$ cat config.mk
export PLATFORM = sky130hd
export DESIGN_NAME = adfm_monitor
export DESIGN_NICKNAME = d
export VERILOG_FILES = /design/src/shared/adfm_pkg.sv /design/src/adfm_monitor.sv
export VERILOG_INCLUDE_DIRS = /design/src /design/src/shared
export SDC_FILE = /design/constraint.sdc
export NUM_CORES = 1
export LEC_CHECK = 0
export ABC_AREA = 1
export BUFFER_PORTS_ARGS = -buffer_cell sky130_fd_sc_hd__buf_2
export CAP_MARGIN = 30
export CORE_UTILIZATION = 41
export CTS_CLUSTER_SIZE = 8
export DETAILED_ROUTE_END_ITERATION = 12
export PLACE_DENSITY = 0.67
export RECOVER_POWER = 100
export SYNTH_ARGS = -nofsm -noshare
export SYNTH_HDL_FRONTEND = slang
export SYNTH_SLANG_ARGS = --single-unit
$ cat constraint.sdc
create_clock -name i_clk -period 2.1 [get_ports i_clk]
set_input_delay 0 -clock i_clk [delete_from_list [all_inputs] [get_ports i_clk]]
set_output_delay 0 -clock i_clk [all_outputs]
set_load 0.02 [all_outputs]
$ cat src/shared/adfm_map.svh
// register offsets, field positions, limits and timing counts of the fault monitor
`ifndef ADFM_MAP_SVH
`define ADFM_MAP_SVH
`define ADFM_OFF_ENABLE     12'h000
`define ADFM_OFF_FAULT      12'h004
`define ADFM_OFF_STATUS     12'h008
`define ADFM_OFF_CLKCNT     12'h00C
`define ADFM_OFF_CTRL       12'h010
`define ADFM_OFF_OFFSET     12'h014
`define ADFM_OFF_GAIN       12'h018
`define ADFM_OFF_DATA       12'h01C
`define ADFM_EN_RESET       32'h0000_0000
`define ADFM_OFFSET_RESET   24'h80_0000
`define ADFM_GAIN_RESET     24'h50_0000
`define ADFM_OFFSET_HI      24'h7F_FFFF
`define ADFM_OFFSET_LO      24'hF8_0000
`define ADFM_DATA_ONES      24'hFF_FFFF
`define ADFM_DATA_ZEROS     24'h00_0000
`define ADFM_SAT_RUN        5'h14
`define ADFM_CLK_DIV        8'h83
`define ADFM_CLKCNT_W       16
// channel select field in the control register and the test source code
`define ADFM_CH_LSB         0
`define ADFM_CH_TEST_SRC    4'hF
`endif

$ cat src/shared/adfm_pkg.sv
// types of the fault monitor
`include "adfm_map.svh"
package adfm_pkg;
    typedef struct packed {
        logic       clock_monitor_enable;
        logic       decap_check_selftest;
        logic [1:0] decap_check_select;
        logic       digital_reg_trip_test;
        logic       analog_reg_trip_test;
        logic       digital_reg_monitor_enable;
        logic       analog_reg_monitor_enable;
        logic       neg_under_enable;
        logic       neg_over_enable;
        logic       pos_under_enable;
        logic       pos_over_enable;
        logic       sat_fault_enable;
        logic       conv_fault_enable;
        logic       cal_fault_enable;
        logic       ref_missing_enable;
    } adfm_en_t;

    typedef struct packed {
        logic decap_fault_flag;
        logic digital_reg_fault_flag;
        logic analog_reg_fault_flag;
        logic neg_under_flag;
        logic neg_over_flag;
        logic pos_under_flag;
        logic pos_over_flag;
        logic sat_fault_flag;
        logic conv_fault_flag;
        logic cal_fault_flag;
        logic ref_missing_flag;
    } adfm_flags_t;

    // analog comparator levels, asynchronous, synchronised by two flip-flops inside the monitor
    typedef struct packed {
        logic ref_low;
        logic pos_over;
        logic pos_under;
        logic neg_over;
        logic neg_under;
        logic analog_reg_low;
        logic digital_reg_low;
        logic decap_droop;
    } adfm_cmp_t;

    // one filter result with its overflow indications
    typedef struct packed {
        logic        valid;
        logic [23:0] value;
        logic        overflow;
        logic        underflow;
    } adfm_result_t;

    typedef enum logic [1:0] {
        ADFM_CAL_NONE,
        ADFM_CAL_OFFSET,
        ADFM_CAL_GAIN
    } adfm_cal_t;

    typedef struct packed {
        adfm_en_t                  en;
        adfm_flags_t               flags;
        logic [3:0]                chan;
        logic [23:0]               offset;
        logic [23:0]               gain;
        logic [23:0]               data;
        logic [7:0]                div;
        logic [`ADFM_CLKCNT_W-1:0] clkcnt;
        logic [4:0]                run;
        logic                      last_bit;
        logic [31:0]               prdata;
        logic [7:0]                sync1;
        logic [7:0]                sync2;
        logic                      mod_s1;
        logic                      mod_s2;
    } adfm_state_t;
endpackage : adfm_pkg

$ cat src/adfm_monitor.sv
// diagnostic fault monitor of the sigma-delta converter, APB register slave
`timescale 1ns/1ps
`include "adfm_map.svh"
module adfm_monitor
    import adfm_pkg::*;
(
    input  wire logic                      i_clk,
    input  wire logic                      i_rst_n,
    input  wire logic                      i_psel,
    input  wire logic                      i_penable,
    input  wire logic                      i_pwrite,
    input  wire logic [11:0]               i_paddr,
    input  wire logic [31:0]               i_pwdata,
    output logic      [31:0]               o_prdata,
    output logic                           o_pready,
    output logic                           o_pslverr,
    input  wire adfm_cmp_t                 i_cmp,
    input  wire logic                      i_mod_bit,
    input  wire adfm_result_t              i_result,
    input  wire adfm_cal_t                 i_cal_mode,
    input  wire logic                      i_cal_done,
    input  wire logic [23:0]               i_cal_coef,
    output logic      [23:0]               o_data,
    output logic      [23:0]               o_offset,
    output logic      [23:0]               o_gain,
    output logic      [`ADFM_CLKCNT_W-1:0] o_clk_count,
    output logic                           o_summary_fault,
    output logic                           o_test_source_sel,
    output logic                           o_analog_reg_trip,
    output logic                           o_digital_reg_trip,
    output logic                           o_analog_regulator_off,
    output logic                           o_digital_regulator_off,
    output logic                           o_decap_disconnect
);
    adfm_state_t q, d;
    adfm_cmp_t   cmp;
    adfm_flags_t set_v;
    logic        wr, rd, hit, fault_rd, sat_now;

    // offset window wraps through zero: at or above the low bound or at or below the high bound
    function automatic logic offset_ok(input logic [23:0] c);
        offset_ok = (c <= `ADFM_OFFSET_HI) || (c >= `ADFM_OFFSET_LO);
    endfunction : offset_ok

    function automatic logic addr_hit(input logic [11:0] a);
        addr_hit = (a == `ADFM_OFF_ENABLE) || (a == `ADFM_OFF_FAULT)  ||
                   (a == `ADFM_OFF_STATUS) || (a == `ADFM_OFF_CLKCNT) ||
                   (a == `ADFM_OFF_CTRL)   || (a == `ADFM_OFF_OFFSET) ||
                   (a == `ADFM_OFF_GAIN)   || (a == `ADFM_OFF_DATA);
    endfunction : addr_hit

    assign cmp = adfm_cmp_t'(q.sync2);

    always_comb begin
        d        = q;
        wr       = i_psel && i_penable && i_pwrite;
        rd       = i_psel && i_penable && !i_pwrite;
        hit      = addr_hit(i_paddr);
        fault_rd = rd && (i_paddr == `ADFM_OFF_FAULT);
        sat_now  = 1'b0;
        set_v    = '0;

        // comparators arrive from analog, two flip-flops before use
        d.sync1  = i_cmp;
        d.sync2  = q.sync1;
        d.mod_s1 = i_mod_bit;
        d.mod_s2 = q.mod_s1;

        // saturation run length of identical modulator bits
        if (q.mod_s2 == q.last_bit) begin
            if (q.run != `ADFM_SAT_RUN) begin
                d.run = q.run + 5'h01;
            end
        end else begin
            d.run = 5'h01;
        end
        d.last_bit = q.mod_s2;
        sat_now    = (q.run == `ADFM_SAT_RUN);

        set_v.ref_missing_flag = q.en.ref_missing_enable && cmp.ref_low;
        set_v.sat_fault_flag   = q.en.sat_fault_enable && sat_now;
        set_v.pos_over_flag    = q.en.pos_over_enable && cmp.pos_over;
        set_v.pos_under_flag   = q.en.pos_under_enable && cmp.pos_under;
        set_v.neg_over_flag    = q.en.neg_over_enable && cmp.neg_over;
        set_v.neg_under_flag   = q.en.neg_under_enable && cmp.neg_under;
        // trip test feeds ground, which the monitor sees as low regulator
        set_v.analog_reg_fault_flag  = q.en.analog_reg_monitor_enable &&
            (cmp.analog_reg_low || q.en.analog_reg_trip_test);
        set_v.digital_reg_fault_flag = q.en.digital_reg_monitor_enable &&
            (cmp.digital_reg_low || q.en.digital_reg_trip_test);
        set_v.decap_fault_flag = (q.en.decap_check_select != 2'b00) &&
            (cmp.decap_droop || q.en.decap_check_selftest);

        // conversion result: ref fault wins, then filter clamps
        if (i_result.valid && i_cal_mode == ADFM_CAL_NONE) begin
            if (set_v.ref_missing_flag || q.flags.ref_missing_flag) begin
                d.data = `ADFM_DATA_ONES;
            end else if (i_result.overflow) begin
                d.data = `ADFM_DATA_ONES;
            end else if (i_result.underflow) begin
                d.data = `ADFM_DATA_ZEROS;
            end else begin
                d.data = i_result.value;
            end
            set_v.conv_fault_flag = q.en.conv_fault_enable &&
                (i_result.overflow || i_result.underflow);
        end

        // coefficient load at calibration end
        if (i_cal_done) begin
            if (set_v.ref_missing_flag || q.flags.ref_missing_flag) begin
                set_v.ref_missing_flag = q.en.ref_missing_enable;
            end else if (i_cal_mode == ADFM_CAL_OFFSET) begin
                if (offset_ok(i_cal_coef)) begin
                    d.offset = i_cal_coef;
                end else begin
                    set_v.cal_fault_flag = q.en.cal_fault_enable;
                end
            end else if (i_cal_mode == ADFM_CAL_GAIN) begin
                if (i_result.overflow) begin
                    set_v.cal_fault_flag = q.en.cal_fault_enable;
                end else begin
                    d.gain = i_cal_coef;
                end
            end
        end

        // read clears, set in the same cycle wins so no event is lost
        if (fault_rd) begin
            d.flags = set_v;
        end else begin
            d.flags = q.flags | set_v;
        end

        // master clock monitor, width set by the count parameter
        if (q.en.clock_monitor_enable) begin
            if (q.div == `ADFM_CLK_DIV - 8'h01) begin
                d.div    = 8'h00;
                d.clkcnt = q.clkcnt + 1'b1;
            end else begin
                d.div = q.div + 8'h01;
            end
        end else begin
            d.div = 8'h00;
        end

        if (wr) begin
            case (i_paddr)
                `ADFM_OFF_ENABLE: d.en   = adfm_en_t'(i_pwdata[$bits(adfm_en_t)-1:0]);
                `ADFM_OFF_CTRL:   d.chan = i_pwdata[`ADFM_CH_LSB +: 4];
                default:          d.en   = d.en;
            endcase
        end

        d.prdata = 32'h0000_0000;
        if (i_psel && !i_penable && !i_pwrite) begin
            case (i_paddr)
                `ADFM_OFF_ENABLE: d.prdata = 32'(q.en);
                // flags as they stand after this edge, so the clearing read shows every event
                `ADFM_OFF_FAULT:  d.prdata = 32'(q.flags | set_v);
                `ADFM_OFF_STATUS: d.prdata = 32'((q.flags | set_v) != '0);
                `ADFM_OFF_CLKCNT: d.prdata = 32'(q.clkcnt);
                `ADFM_OFF_CTRL:   d.prdata = 32'(q.chan);
                `ADFM_OFF_OFFSET: d.prdata = 32'(q.offset);
                `ADFM_OFF_GAIN:   d.prdata = 32'(q.gain);
                `ADFM_OFF_DATA:   d.prdata = 32'(q.data);
                default:          d.prdata = 32'h0000_0000;
            endcase
        end else if (i_psel && i_penable) begin
            d.prdata = q.prdata;
        end

        if (!i_rst_n) begin
            d        = '0;
            d.en     = adfm_en_t'(`ADFM_EN_RESET);
            d.offset = `ADFM_OFFSET_RESET;
            d.gain   = `ADFM_GAIN_RESET;
        end
    end

    always_ff @(posedge i_clk) begin
        q <= d;
    end

    // access phase completes in one cycle; read data captured in setup
    assign o_pready  = 1'b1;
    assign o_pslverr = i_psel && i_penable && !hit;
    assign o_prdata  = q.prdata;

    assign o_data          = q.data;
    assign o_offset        = q.offset;
    assign o_gain          = q.gain;
    assign o_clk_count     = q.clkcnt;
    assign o_summary_fault = (q.flags != '0);
    assign o_test_source_sel  = (q.chan == `ADFM_CH_TEST_SRC);
    assign o_analog_reg_trip  = q.en.analog_reg_trip_test;
    assign o_digital_reg_trip = q.en.digital_reg_trip_test;
    // both bits set is host misuse; analog wins so only one regulator drops
    assign o_analog_regulator_off  = q.en.decap_check_select[0];
    assign o_digital_regulator_off = q.en.decap_check_select[1] &&
                                     !q.en.decap_check_select[0];
    assign o_decap_disconnect = q.en.decap_check_selftest;
endmodule : adfm_monitor

==> results.cfg, run 1 <==
[timing]
timing.setup.tns_ps = 0
fin_crit_ps = 1860
finalHoldViolations = 1
worst_slack_ps = 235
final-max-slew-violation-count = 0
min_period_over_period_pct = 88.8
max_slew.worst_pin.slew_ps = 814
worst_hold_slack_ps = -0.592
max_freq_ghz = 0.536
timing.slew.headroom_pct = 45.7
setup_viol = 0
fin_skew_ps = 13.5
unrepaired_setup_endpoints_after_global_routing = false

[synthesis]
synth_edf_count = 0
ys_types = 41
ys_warn_count = 0
syn_inst = 1194
synth.top_cell.area_share_pct = 40.5
synth-async-reset-ratio_pct = 0
ys.flop_type = sky130_fd_sc_hd__dfxtp_1
ys_top_cells_by_count = sky130_fd_sc_hd__nand2_1, sky130_fd_sc_hd__dfxtp_1, sky130_fd_sc_hd__inv_1, sky130_fd_sc_hd__nor2_1, sky130_fd_sc_hd__buf_4
post_synthesis_cell_area_mm2 = 0.00866
synth_seq_area_share_pct = 40.5
area_leader_netlist = sky130_fd_sc_hd__dfxtp_1
syn_area_per_cell_um2 = 7.25
post-synth-top-count-cell = sky130_fd_sc_hd__nand2_1
synth.area.top_cells = sky130_fd_sc_hd__dfxtp_1, sky130_fd_sc_hd__buf_4, sky130_fd_sc_hd__nand2_1
ys_ff_latch = 175

[die]
die_width_um = 147
core_mm2 = 0.0205
design.portCount = 241
height_of_the_die_um = 147
die_area_mm2 = 0.0217
initial_core_utilization_pct = 42.2
row_count = 52

[run_status]
violations = negative hold slack
run_status = finished with violations

[flow_run]
cap_violations = 0

[placed_design]
dpl.hpwl_um = 19200
dpl_cell_area_mm2 = 0.00912
gp_routability_congestion = 0.882
pre_cts_ws_ps = 237
port-buffer-count = 215
place.detailed.instances = 1536

[global_routing]
grt_pass1_vias = 7397
grt_max_degree = 97
antenna_found_initial = 3
grt_pass1_wl_um = 40100
grt_util_all_layers_pct = 24.1
grt_remaining_overflow = 0

[clock_tree]
buffer_type_at_the_clock_tree_root = sky130_fd_sc_hd__clkbuf_16
post_cts_resize_count = 0
ctsLongestPathBuffers = 2
numCtsBuffers = 17
source_to_sink_clock_delay_at_the_later_pin_of_the_worst_skew_pair_ps = 440
clk_transition_reported_paths_ps = 70
clkSinkCount = 175
h-tree-depth = 4
cts_tree = done

[layout]
syn2layout_area_growth_pct = 19.0
fin_nets = 1476
final_area_mm2 = 0.0103
finish.utilization_pct = 50.3
fraction_of_layout_instances_using_a_drive_strength_above_1_pct = 12.0
instances_no_fill = 1646

[drt]
wl_um = 26300
wl_per_cell_um = 16.0
vias_per_cell = 4.93
vias = 8113
antenna_violating_nets_post_route = 0
drtPass1Iterations = 5
remaining_drc_errors = 0
drt_first_iter_violations = 516

[setup_path]
start_kind = register
crit_fanout = 24
critical_path_required_ps = 2380
crit_arrival_ps = 2140
end_kind = register
crit_type = register to register

[power_and_ir_drop]
power-per-cell-area_mw_per_mm2 = 723
vdd_drop_max_mv = 0.427
power.static_leakage_nw = 4.34

[worst_hold_path]
hold_path_class = input port to register
-- cells by family (layout without fill, tap and decap cells) --
group / count (synthesis) / after routing / share of synthesized area, %
buffers and inverters: 337 / 508 / 20.3
other: 2 / 13 / 0.0868
AND/OR/NAND/NOR: 425 / 425 / 21.4
XOR/XNOR: 10 / 10 / 1.01
AO/OA/AOI/OAI: 240 / 240 / 16.0
flip-flops: 175 / 175 / 40.5
adder cells (fa/ha/maj): 5 / 5 / 0.723
-- what timing repair did --
action	CTS	global route
hold buffers	74	0
endpoints found under the hold margin	101	0
buffers inserted	0	0
-- sequential cells by signal, indices dropped and copies added, names as in the netlist --
name and cells:
cmp 8, o_gain 24, q 51, o_decap_disconnect 1, o_offset 24, o_digital_reg_trip 1, o_analog_reg_trip 1, o_data 24
o_prdata 24, o_analog_regulator_off 1, o_clk_count 16
-- per-layer routing --
| layer | GRT usage [%] | vias to the layer above | share of wire (%) | wire length (um) |
|---|---|---|---|---|
| li1 | - | 4059 | - | - |
| met1 | 31.5 | 3688 | 45 | 11900 |
| met2 | 38.4 | 314 | 45 | 11800 |
| met3 | 5.78 | 52 | 6.8 | 1780 |
| met4 | 9.12 | 0 | 3.3 | 858 |
| met5 | 0 | - | 0 | 0 |
-- layout by cell type (no fill, tap or decap), types with 7 or more instances in the layout --
cell and n:
sky130_fd_sc_hd__nand4_1 15, sky130_fd_sc_hd__inv_1 167, sky130_fd_sc_hd__o22ai_1 14, sky130_fd_sc_hd__nor2_1 125, sky130_fd_sc_hd__a221oi_1 24, sky130_fd_sc_hd__conb_1 9
sky130_fd_sc_hd__o21ai_0 89, sky130_fd_sc_hd__buf_4 11, sky130_fd_sc_hd__a21oi_1 86, sky130_fd_sc_hd__dfxtp_1 175, sky130_fd_sc_hd__nand3_1 54, sky130_fd_sc_hd__buf_2 94
sky130_fd_sc_hd__xor2_1 7, sky130_fd_sc_hd__nand2_1 195, sky130_fd_sc_hd__dlygate4sd3_1 74, sky130_fd_sc_hd__clkbuf_16 17, sky130_fd_sc_hd__clkbuf_1 122, sky130_fd_sc_hd__nor3_1 16
-- worst max-delay path, stage by stage (launching register included) --
cell and delay, ps:
sky130_fd_sc_hd__dfxtp_1 360, sky130_fd_sc_hd__a21oi_1 320, sky130_fd_sc_hd__inv_1 180, sky130_fd_sc_hd__nor3_1 160
sky130_fd_sc_hd__clkbuf_2 510, sky130_fd_sc_hd__a221oi_1 160
-- where the power goes --
group	total, W	switching [W]	leakage (nW)	internal (W)
Sequential	0.00345	0.0000492	1.42	0.00340
Clock	0.00334	0.00145	0.293	0.00189
Combinational	0.000652	0.000388	2.62	0.000264
-- final cells by class --
cell class | instances | area [um^2]
antenna | 4 | 10.0
clock buffer | 17 | 425
clock inverter | 15 | 185
fill | 2084 | 10200
inverter | 171 | 643
multi-input combinational | 689 | 3410
sequential | 175 | 3500
tap | 270 | 338
timing repair buffer | 305 | 1790
-- final timing paths --
path / slack, ps / cells past startpoint / to / from
worst max-delay path: 240 / 5 / o_data[10] / q[167]
worst min-delay path: -0.6 / 3 / o_data[3] / i_result[26]
worst max register to register: 240 / 5 / o_data[10] / q[167]
worst min register to register: 410 / 2 / cmp[4] / q[14]
-- through the flow --
stage / total power (W) / hold slack (ps)
5_1_grt: 0.00770 / 6.05
3_5_place_dp: 0.00408 / 184
3_3_place_gp: 0.00407 / 182
4_1_cts: 0.00748 / 0.121
2_1_floorplan: 0.00392 / 97.6
6_report: 0.00744 / -0.592
Note: power is estimated with default switching activity, not from simulation.
==> run 2: changes to the inputs <==
PLACE_DENSITY = 0.74   (was 0.67)
clock period = 2.28 ns   (was 2.1 ns; I/O delays follow)
==> run 2 against run 1 <==
  * The run now ends clean
  * Clock power down 9.9%
  * Combinational power down 7.1%
  * Hold slack better by 39 ps
  * Register-to-register slack worse by 40 ps
  * Worst setup slack worse by 40 ps
  * Critical path depth up 4
  * Global-route usage down 0.074 points
  * Die area unchanged
  * Critical path type unchanged
==> results.cfg, run 2 (synthesis results as in run 1) <==
[clock_tree]
numCtsBuffers = 17
clk_transition_reported_paths_ps = 80
cts_setup_buffers = 0
cts_tree = done
ctsLongestPathBuffers = 2
post_cts_resize_count = 0
buffer_type_at_the_clock_tree_root = sky130_fd_sc_hd__clkbuf_16
source_to_sink_clock_delay_at_the_later_pin_of_the_worst_skew_pair_ps = 440
clkSinkCount = 175
h-tree-depth = 4

[placed_design]
port-buffer-count = 215
dpl.hpwl_um = 19000
place.detailed.instances = 1531
gp_routability_congestion = 0.940

[die]
core_mm2 = 0.0205
die_width_um = 147
row_count = 52
height_of_the_die_um = 147
design.portCount = 241
die_area_mm2 = 0.0217
initial_core_utilization_pct = 42.2

[layout]
instances_no_fill = 1640
largest_register_ffs = 51
fraction_of_layout_instances_using_a_drive_strength_above_1_pct = 11.8
fillCellCount = 2091
largest_register = q
fin_nets = 1473
syn2layout_area_growth_pct = 19.0
mostFrequentLayoutCells = sky130_fd_sc_hd__nand2_1, sky130_fd_sc_hd__dfxtp_1, sky130_fd_sc_hd__inv_1
layout.cells.most_common = sky130_fd_sc_hd__nand2_1

[setup_path]
crit_arrival_ps = 2470
start_kind = register
max_stage_delay_ps = 560
crit_type = register to register
critical_path_required_ps = 2660
end_kind = register
crit_fanout = 15
timing.critical_path.cells = a21oi_2 > nand2_1 > inv_1 > nand3_1 > inv_1 > buf_12 > nand2_1 > nand3_1 > dlygate4sd3_1
crit_slowest_cell = sky130_fd_sc_hd__dlygate4sd3_1

[timing]
timing.setup.tns_ps = 0
finalHoldViolations = 0
max_freq_ghz = 0.480
worst_hold_slack_ps = 38.7
fin_skew_ps = 11.7
max_slew.worst_pin.slew_ps = 955
min_period_over_period_pct = 91.4
fin_crit_ps = 2080
setup_viol = 0
final-max-slew-violation-count = 0
timing.slew.headroom_pct = 36.3
unrepaired_setup_endpoints_after_global_routing = false

[worst_hold_path]
hold_path_class = input port to register

[power_and_ir_drop]
power-per-cell-area_mw_per_mm2 = 659
vdd_drop_max_mv = 0.496
power.static_leakage_nw = 4.35

[drt]
antenna_violating_nets_post_route = 0
wl_um = 26200
drt_first_iter_violations = 667
vias_per_cell = 4.99
vias = 8189
remaining_drc_errors = 0
wl_per_cell_um = 16.0
drtPass1Iterations = 5

[global_routing]
grt_pass1_vias = 7552
grt_remaining_overflow = 0
grt_util_all_layers_pct = 24.1
grt_pass1_wl_um = 40300
grt_max_degree = 76
antenna_found_initial = 1

[run_status]
run_status = completed

[flow_run]
cap_violations = 0
==> run 2: area by class of cell <==
class,instances,area [um^2],share of cell area [%]
Multi-Input combinational cell,689,3400,33.0
Sequential cell,175,3500,34.0
Inverter,171,643,6.24
Clock inverter,15,196,1.91
Timing Repair Buffer,302,1790,17.4
Antenna cell,1,2.50,0.0243
Clock buffer,17,425,4.13
Tap cell,270,338,3.28
==> run 2: repair_timing <==
item,CTS,global route
hold endpoints to repair,101,0
hold buffers,76,0
setup endpoints to repair,0,0
==> run 2: stage by stage <==
stage,instance area (um^2),power (W),util [%],setup slack (ps)
after global placement,9100,0.00375,44.4,453
after global routing,10300,0.00701,50.3,62.6
after CTS,10500,0.00684,51.2,226
after floorplan,8680,0.00361,-,785
after detailed placement,9100,0.00376,44.4,434
final,10300,0.00679,50.3,196
==> run 2: layer usage <==
metal / routed length, um / GRT usage [%] / share of wire, % / vias up
li1: - / - / - / 4051
met1: 11300 / 31.7 / 43 / 3740
met2: 12100 / 38.6 / 46 / 353
met3: 2100 / 5.16 / 8.0 / 45
met4: 735 / 8.81 / 2.8 / 0
met5: 0 / 0 / 0 / -
==> run 2: critical path, delay by kind of cell, from the launching register on <==
kind | cells | cell delay [ps]
compound gates | 1 | 230
buf+inv | 4 | 1100
flops | 1 | 370
simple gates | 4 | 330
==> run 2: final timing paths <==
kind,startpoint,end,slack [ps],depth (start not counted)
max,q[167],o_gain[22],200,9
min,i_result[1],q[157],40,5
max reg2reg,q[167],o_gain[22],200,9
min reg2reg,q[1],q[0],410,2
==> run 2: power by group <==
group	total, W	leakage [nW]	switching, W	internal [W]
combinational	0.000606	2.63	0.000361	0.000245
sequential	0.00317	1.42	0.0000461	0.00313
clock	0.00301	0.298	0.00142	0.00159
==> run 3: changes to the inputs <==
PLACE_DENSITY = 0.77   (was 0.74)
clock period = 1.85 ns   (was 2.28 ns; I/O delays follow)
==> run 3 against run 2 <==
  * Worst setup slack got worse by 110 ps
  * Global-route usage decreased by 0.10 points
  * Hold slack got worse by 20 ps
  * Wire length increased by 0.92%
  * Via count increased by 0.42%
  * Utilization increased by 0.22 points
  * Fmax increased by 18%
==> results.cfg, run 3 (synthesis results as in run 1) <==
[setup_path]
crit_arrival_ps = 2080
end_kind = register
crit_fanout = 27
critical_path_required_ps = 2170
timing.reg2reg.setup_slack_ps = 90
crit_type = register to register
start_kind = register

[die]
design.portCount = 241
initial_core_utilization_pct = 42.2
die_area_mm2 = 0.0217
height_of_the_die_um = 147
core_mm2 = 0.0205
row_count = 52
die_width_um = 147

[layout]
layout.cells.most_common = sky130_fd_sc_hd__nand2_1
largest_register = q
fin_nets = 1487
mostFrequentLayoutCells = sky130_fd_sc_hd__nand2_1, sky130_fd_sc_hd__dfxtp_1, sky130_fd_sc_hd__inv_1
largest_register_ffs = 51
syn2layout_area_growth_pct = 19.5
final_area_mm2 = 0.0103
fraction_of_layout_instances_using_a_drive_strength_above_1_pct = 12.9

[power_and_ir_drop]
p_int_w = 0.00595
power-per-cell-area_mw_per_mm2 = 791
power.static_leakage_nw = 4.38
vdd_drop_max_mv = 0.446
share_clk_of_total_power_pct = 43.0
swShare_pct = 27.2
comb_power_share_pct = 9.2
power.net_switching_w = 0.00223
flop_pwr_share_pct = 47.8

[timing]
max_slew.worst_pin.slew_ps = 753
finalHoldViolations = 0
fin_skew_ps = 6.70
setup_viol = 0
final-max-slew-violation-count = 0
max_freq_ghz = 0.568
fin_crit_ps = 1760
min_period_over_period_pct = 95.2
timing.setup.tns_ps = 0
timing.slew.headroom_pct = 49.7

[global_routing]
grt_max_usage_layer = met2
grtUsageMet2_pct = 37.8
grt_use_met1_pct = 31.4
grt_util_all_layers_pct = 24.0
grt_max_degree = 59
antenna_found_initial = 2
grt_remaining_overflow = 0
grt_pass1_wl_um = 40100
grt_pass1_vias = 7588
globalRouteMet3Util_pct = 4.10

[worst_hold_path]
hold_path_class = input port to register

[clock_tree]
source_to_sink_clock_delay_at_the_later_pin_of_the_worst_skew_pair_ps = 440
buffer_type_at_the_clock_tree_root = sky130_fd_sc_hd__clkbuf_16
clkSinkCount = 175
numCtsBuffers = 17
ctsLongestPathBuffers = 2
clk_transition_reported_paths_ps = 70
h-tree-depth = 4
cts_tree = done

[drt]
remaining_drc_errors = 0
drt_first_iter_violations = 631
drtPass1Iterations = 6
wl_per_cell_um = 16.0
vias_per_cell = 4.97
vias = 8223
antenna_violating_nets_post_route = 0
wl_um = 26400

[placed_design]
dpl.hpwl_um = 19500
port-buffer-count = 215
gp_routability_congestion = 0.928
dpl_cell_area_mm2 = 0.00919

[flow_run]
cap_violations = 0

[run_status]
run_status = completed
-- run 3: repair_timing --
item,4_1_cts,5_1_grt
hold buffers,75,0
setup endpoints to repair,0,8
hold endpoints to repair,102,0
setup buffers,0,0
gates resized for setup,0,7
-- run 3: worst max-delay path, cell delays in order (launching register included) --
cell	delay, ps
sky130_fd_sc_hd__dfxtp_1	360
sky130_fd_sc_hd__a21oi_1	340
sky130_fd_sc_hd__nand2_1	140
sky130_fd_sc_hd__inv_1	130
sky130_fd_sc_hd__nand3_1	130
sky130_fd_sc_hd__buf_4	260
sky130_fd_sc_hd__o21ai_0	220
sky130_fd_sc_hd__a21oi_1	70
-- run 3: path summary, 6_finish.rpt --
path | start | to | depth (start not counted)
setup / recovery | q[167] | o_gain[18] | 7
hold / removal | i_pwrite | q[156] | 4
setup reg to reg | q[167] | o_gain[18] | 7
hold reg to reg | q[13] | cmp[3] | 2
-- run 3: area by class of cell --
type	count	area [um^2]
fillers	2069	10100
multi-input cells	689	3420
repair buffers	316	1870
well taps	270	338
clock buffers	17	425
diodes	2	5.00
flip-flops and latches	175	3500
clock inverters	15	146
inverters	171	643
-- run 3: metal layers --
metal | share of wire (%) | wire, um | vias to the layer above
li1 | - | - | 4073
met1 | 44 | 11700 | 3742
met2 | 45 | 11900 | 350
met3 | 7.2 | 1900 | 58
met4 | 3.6 | 964 | 0
met5 | 0 | 0 | -
-- run 3: power by group through the flow --
stage	Clock (W)	Sequential, W	Combinational, W
floorplan	0	0.00398	0.000470
global placement	0	0.00399	0.000630
detailed placement	0	0.00399	0.000641
CTS	0.00356	0.00391	0.000768
global route	0.00371	0.00392	0.000822
finish	0.00352	0.00391	0.000755
-- run 3: stage by stage --
step	std cells	hold slack, ps	total power [W]	util (%)	setup slack [ps]
after detailed placement	1546	183	0.00463	44.9	89.1
after CTS	1653	6.40	0.00823	51.3	75.6
final	1655	18.8	0.00818	50.5	88.6
after floorplan	1201	97.6	0.00445	-	355
after global placement	1546	185	0.00462	44.9	143
after global routing	1655	17.3	0.00845	50.5	-4.92
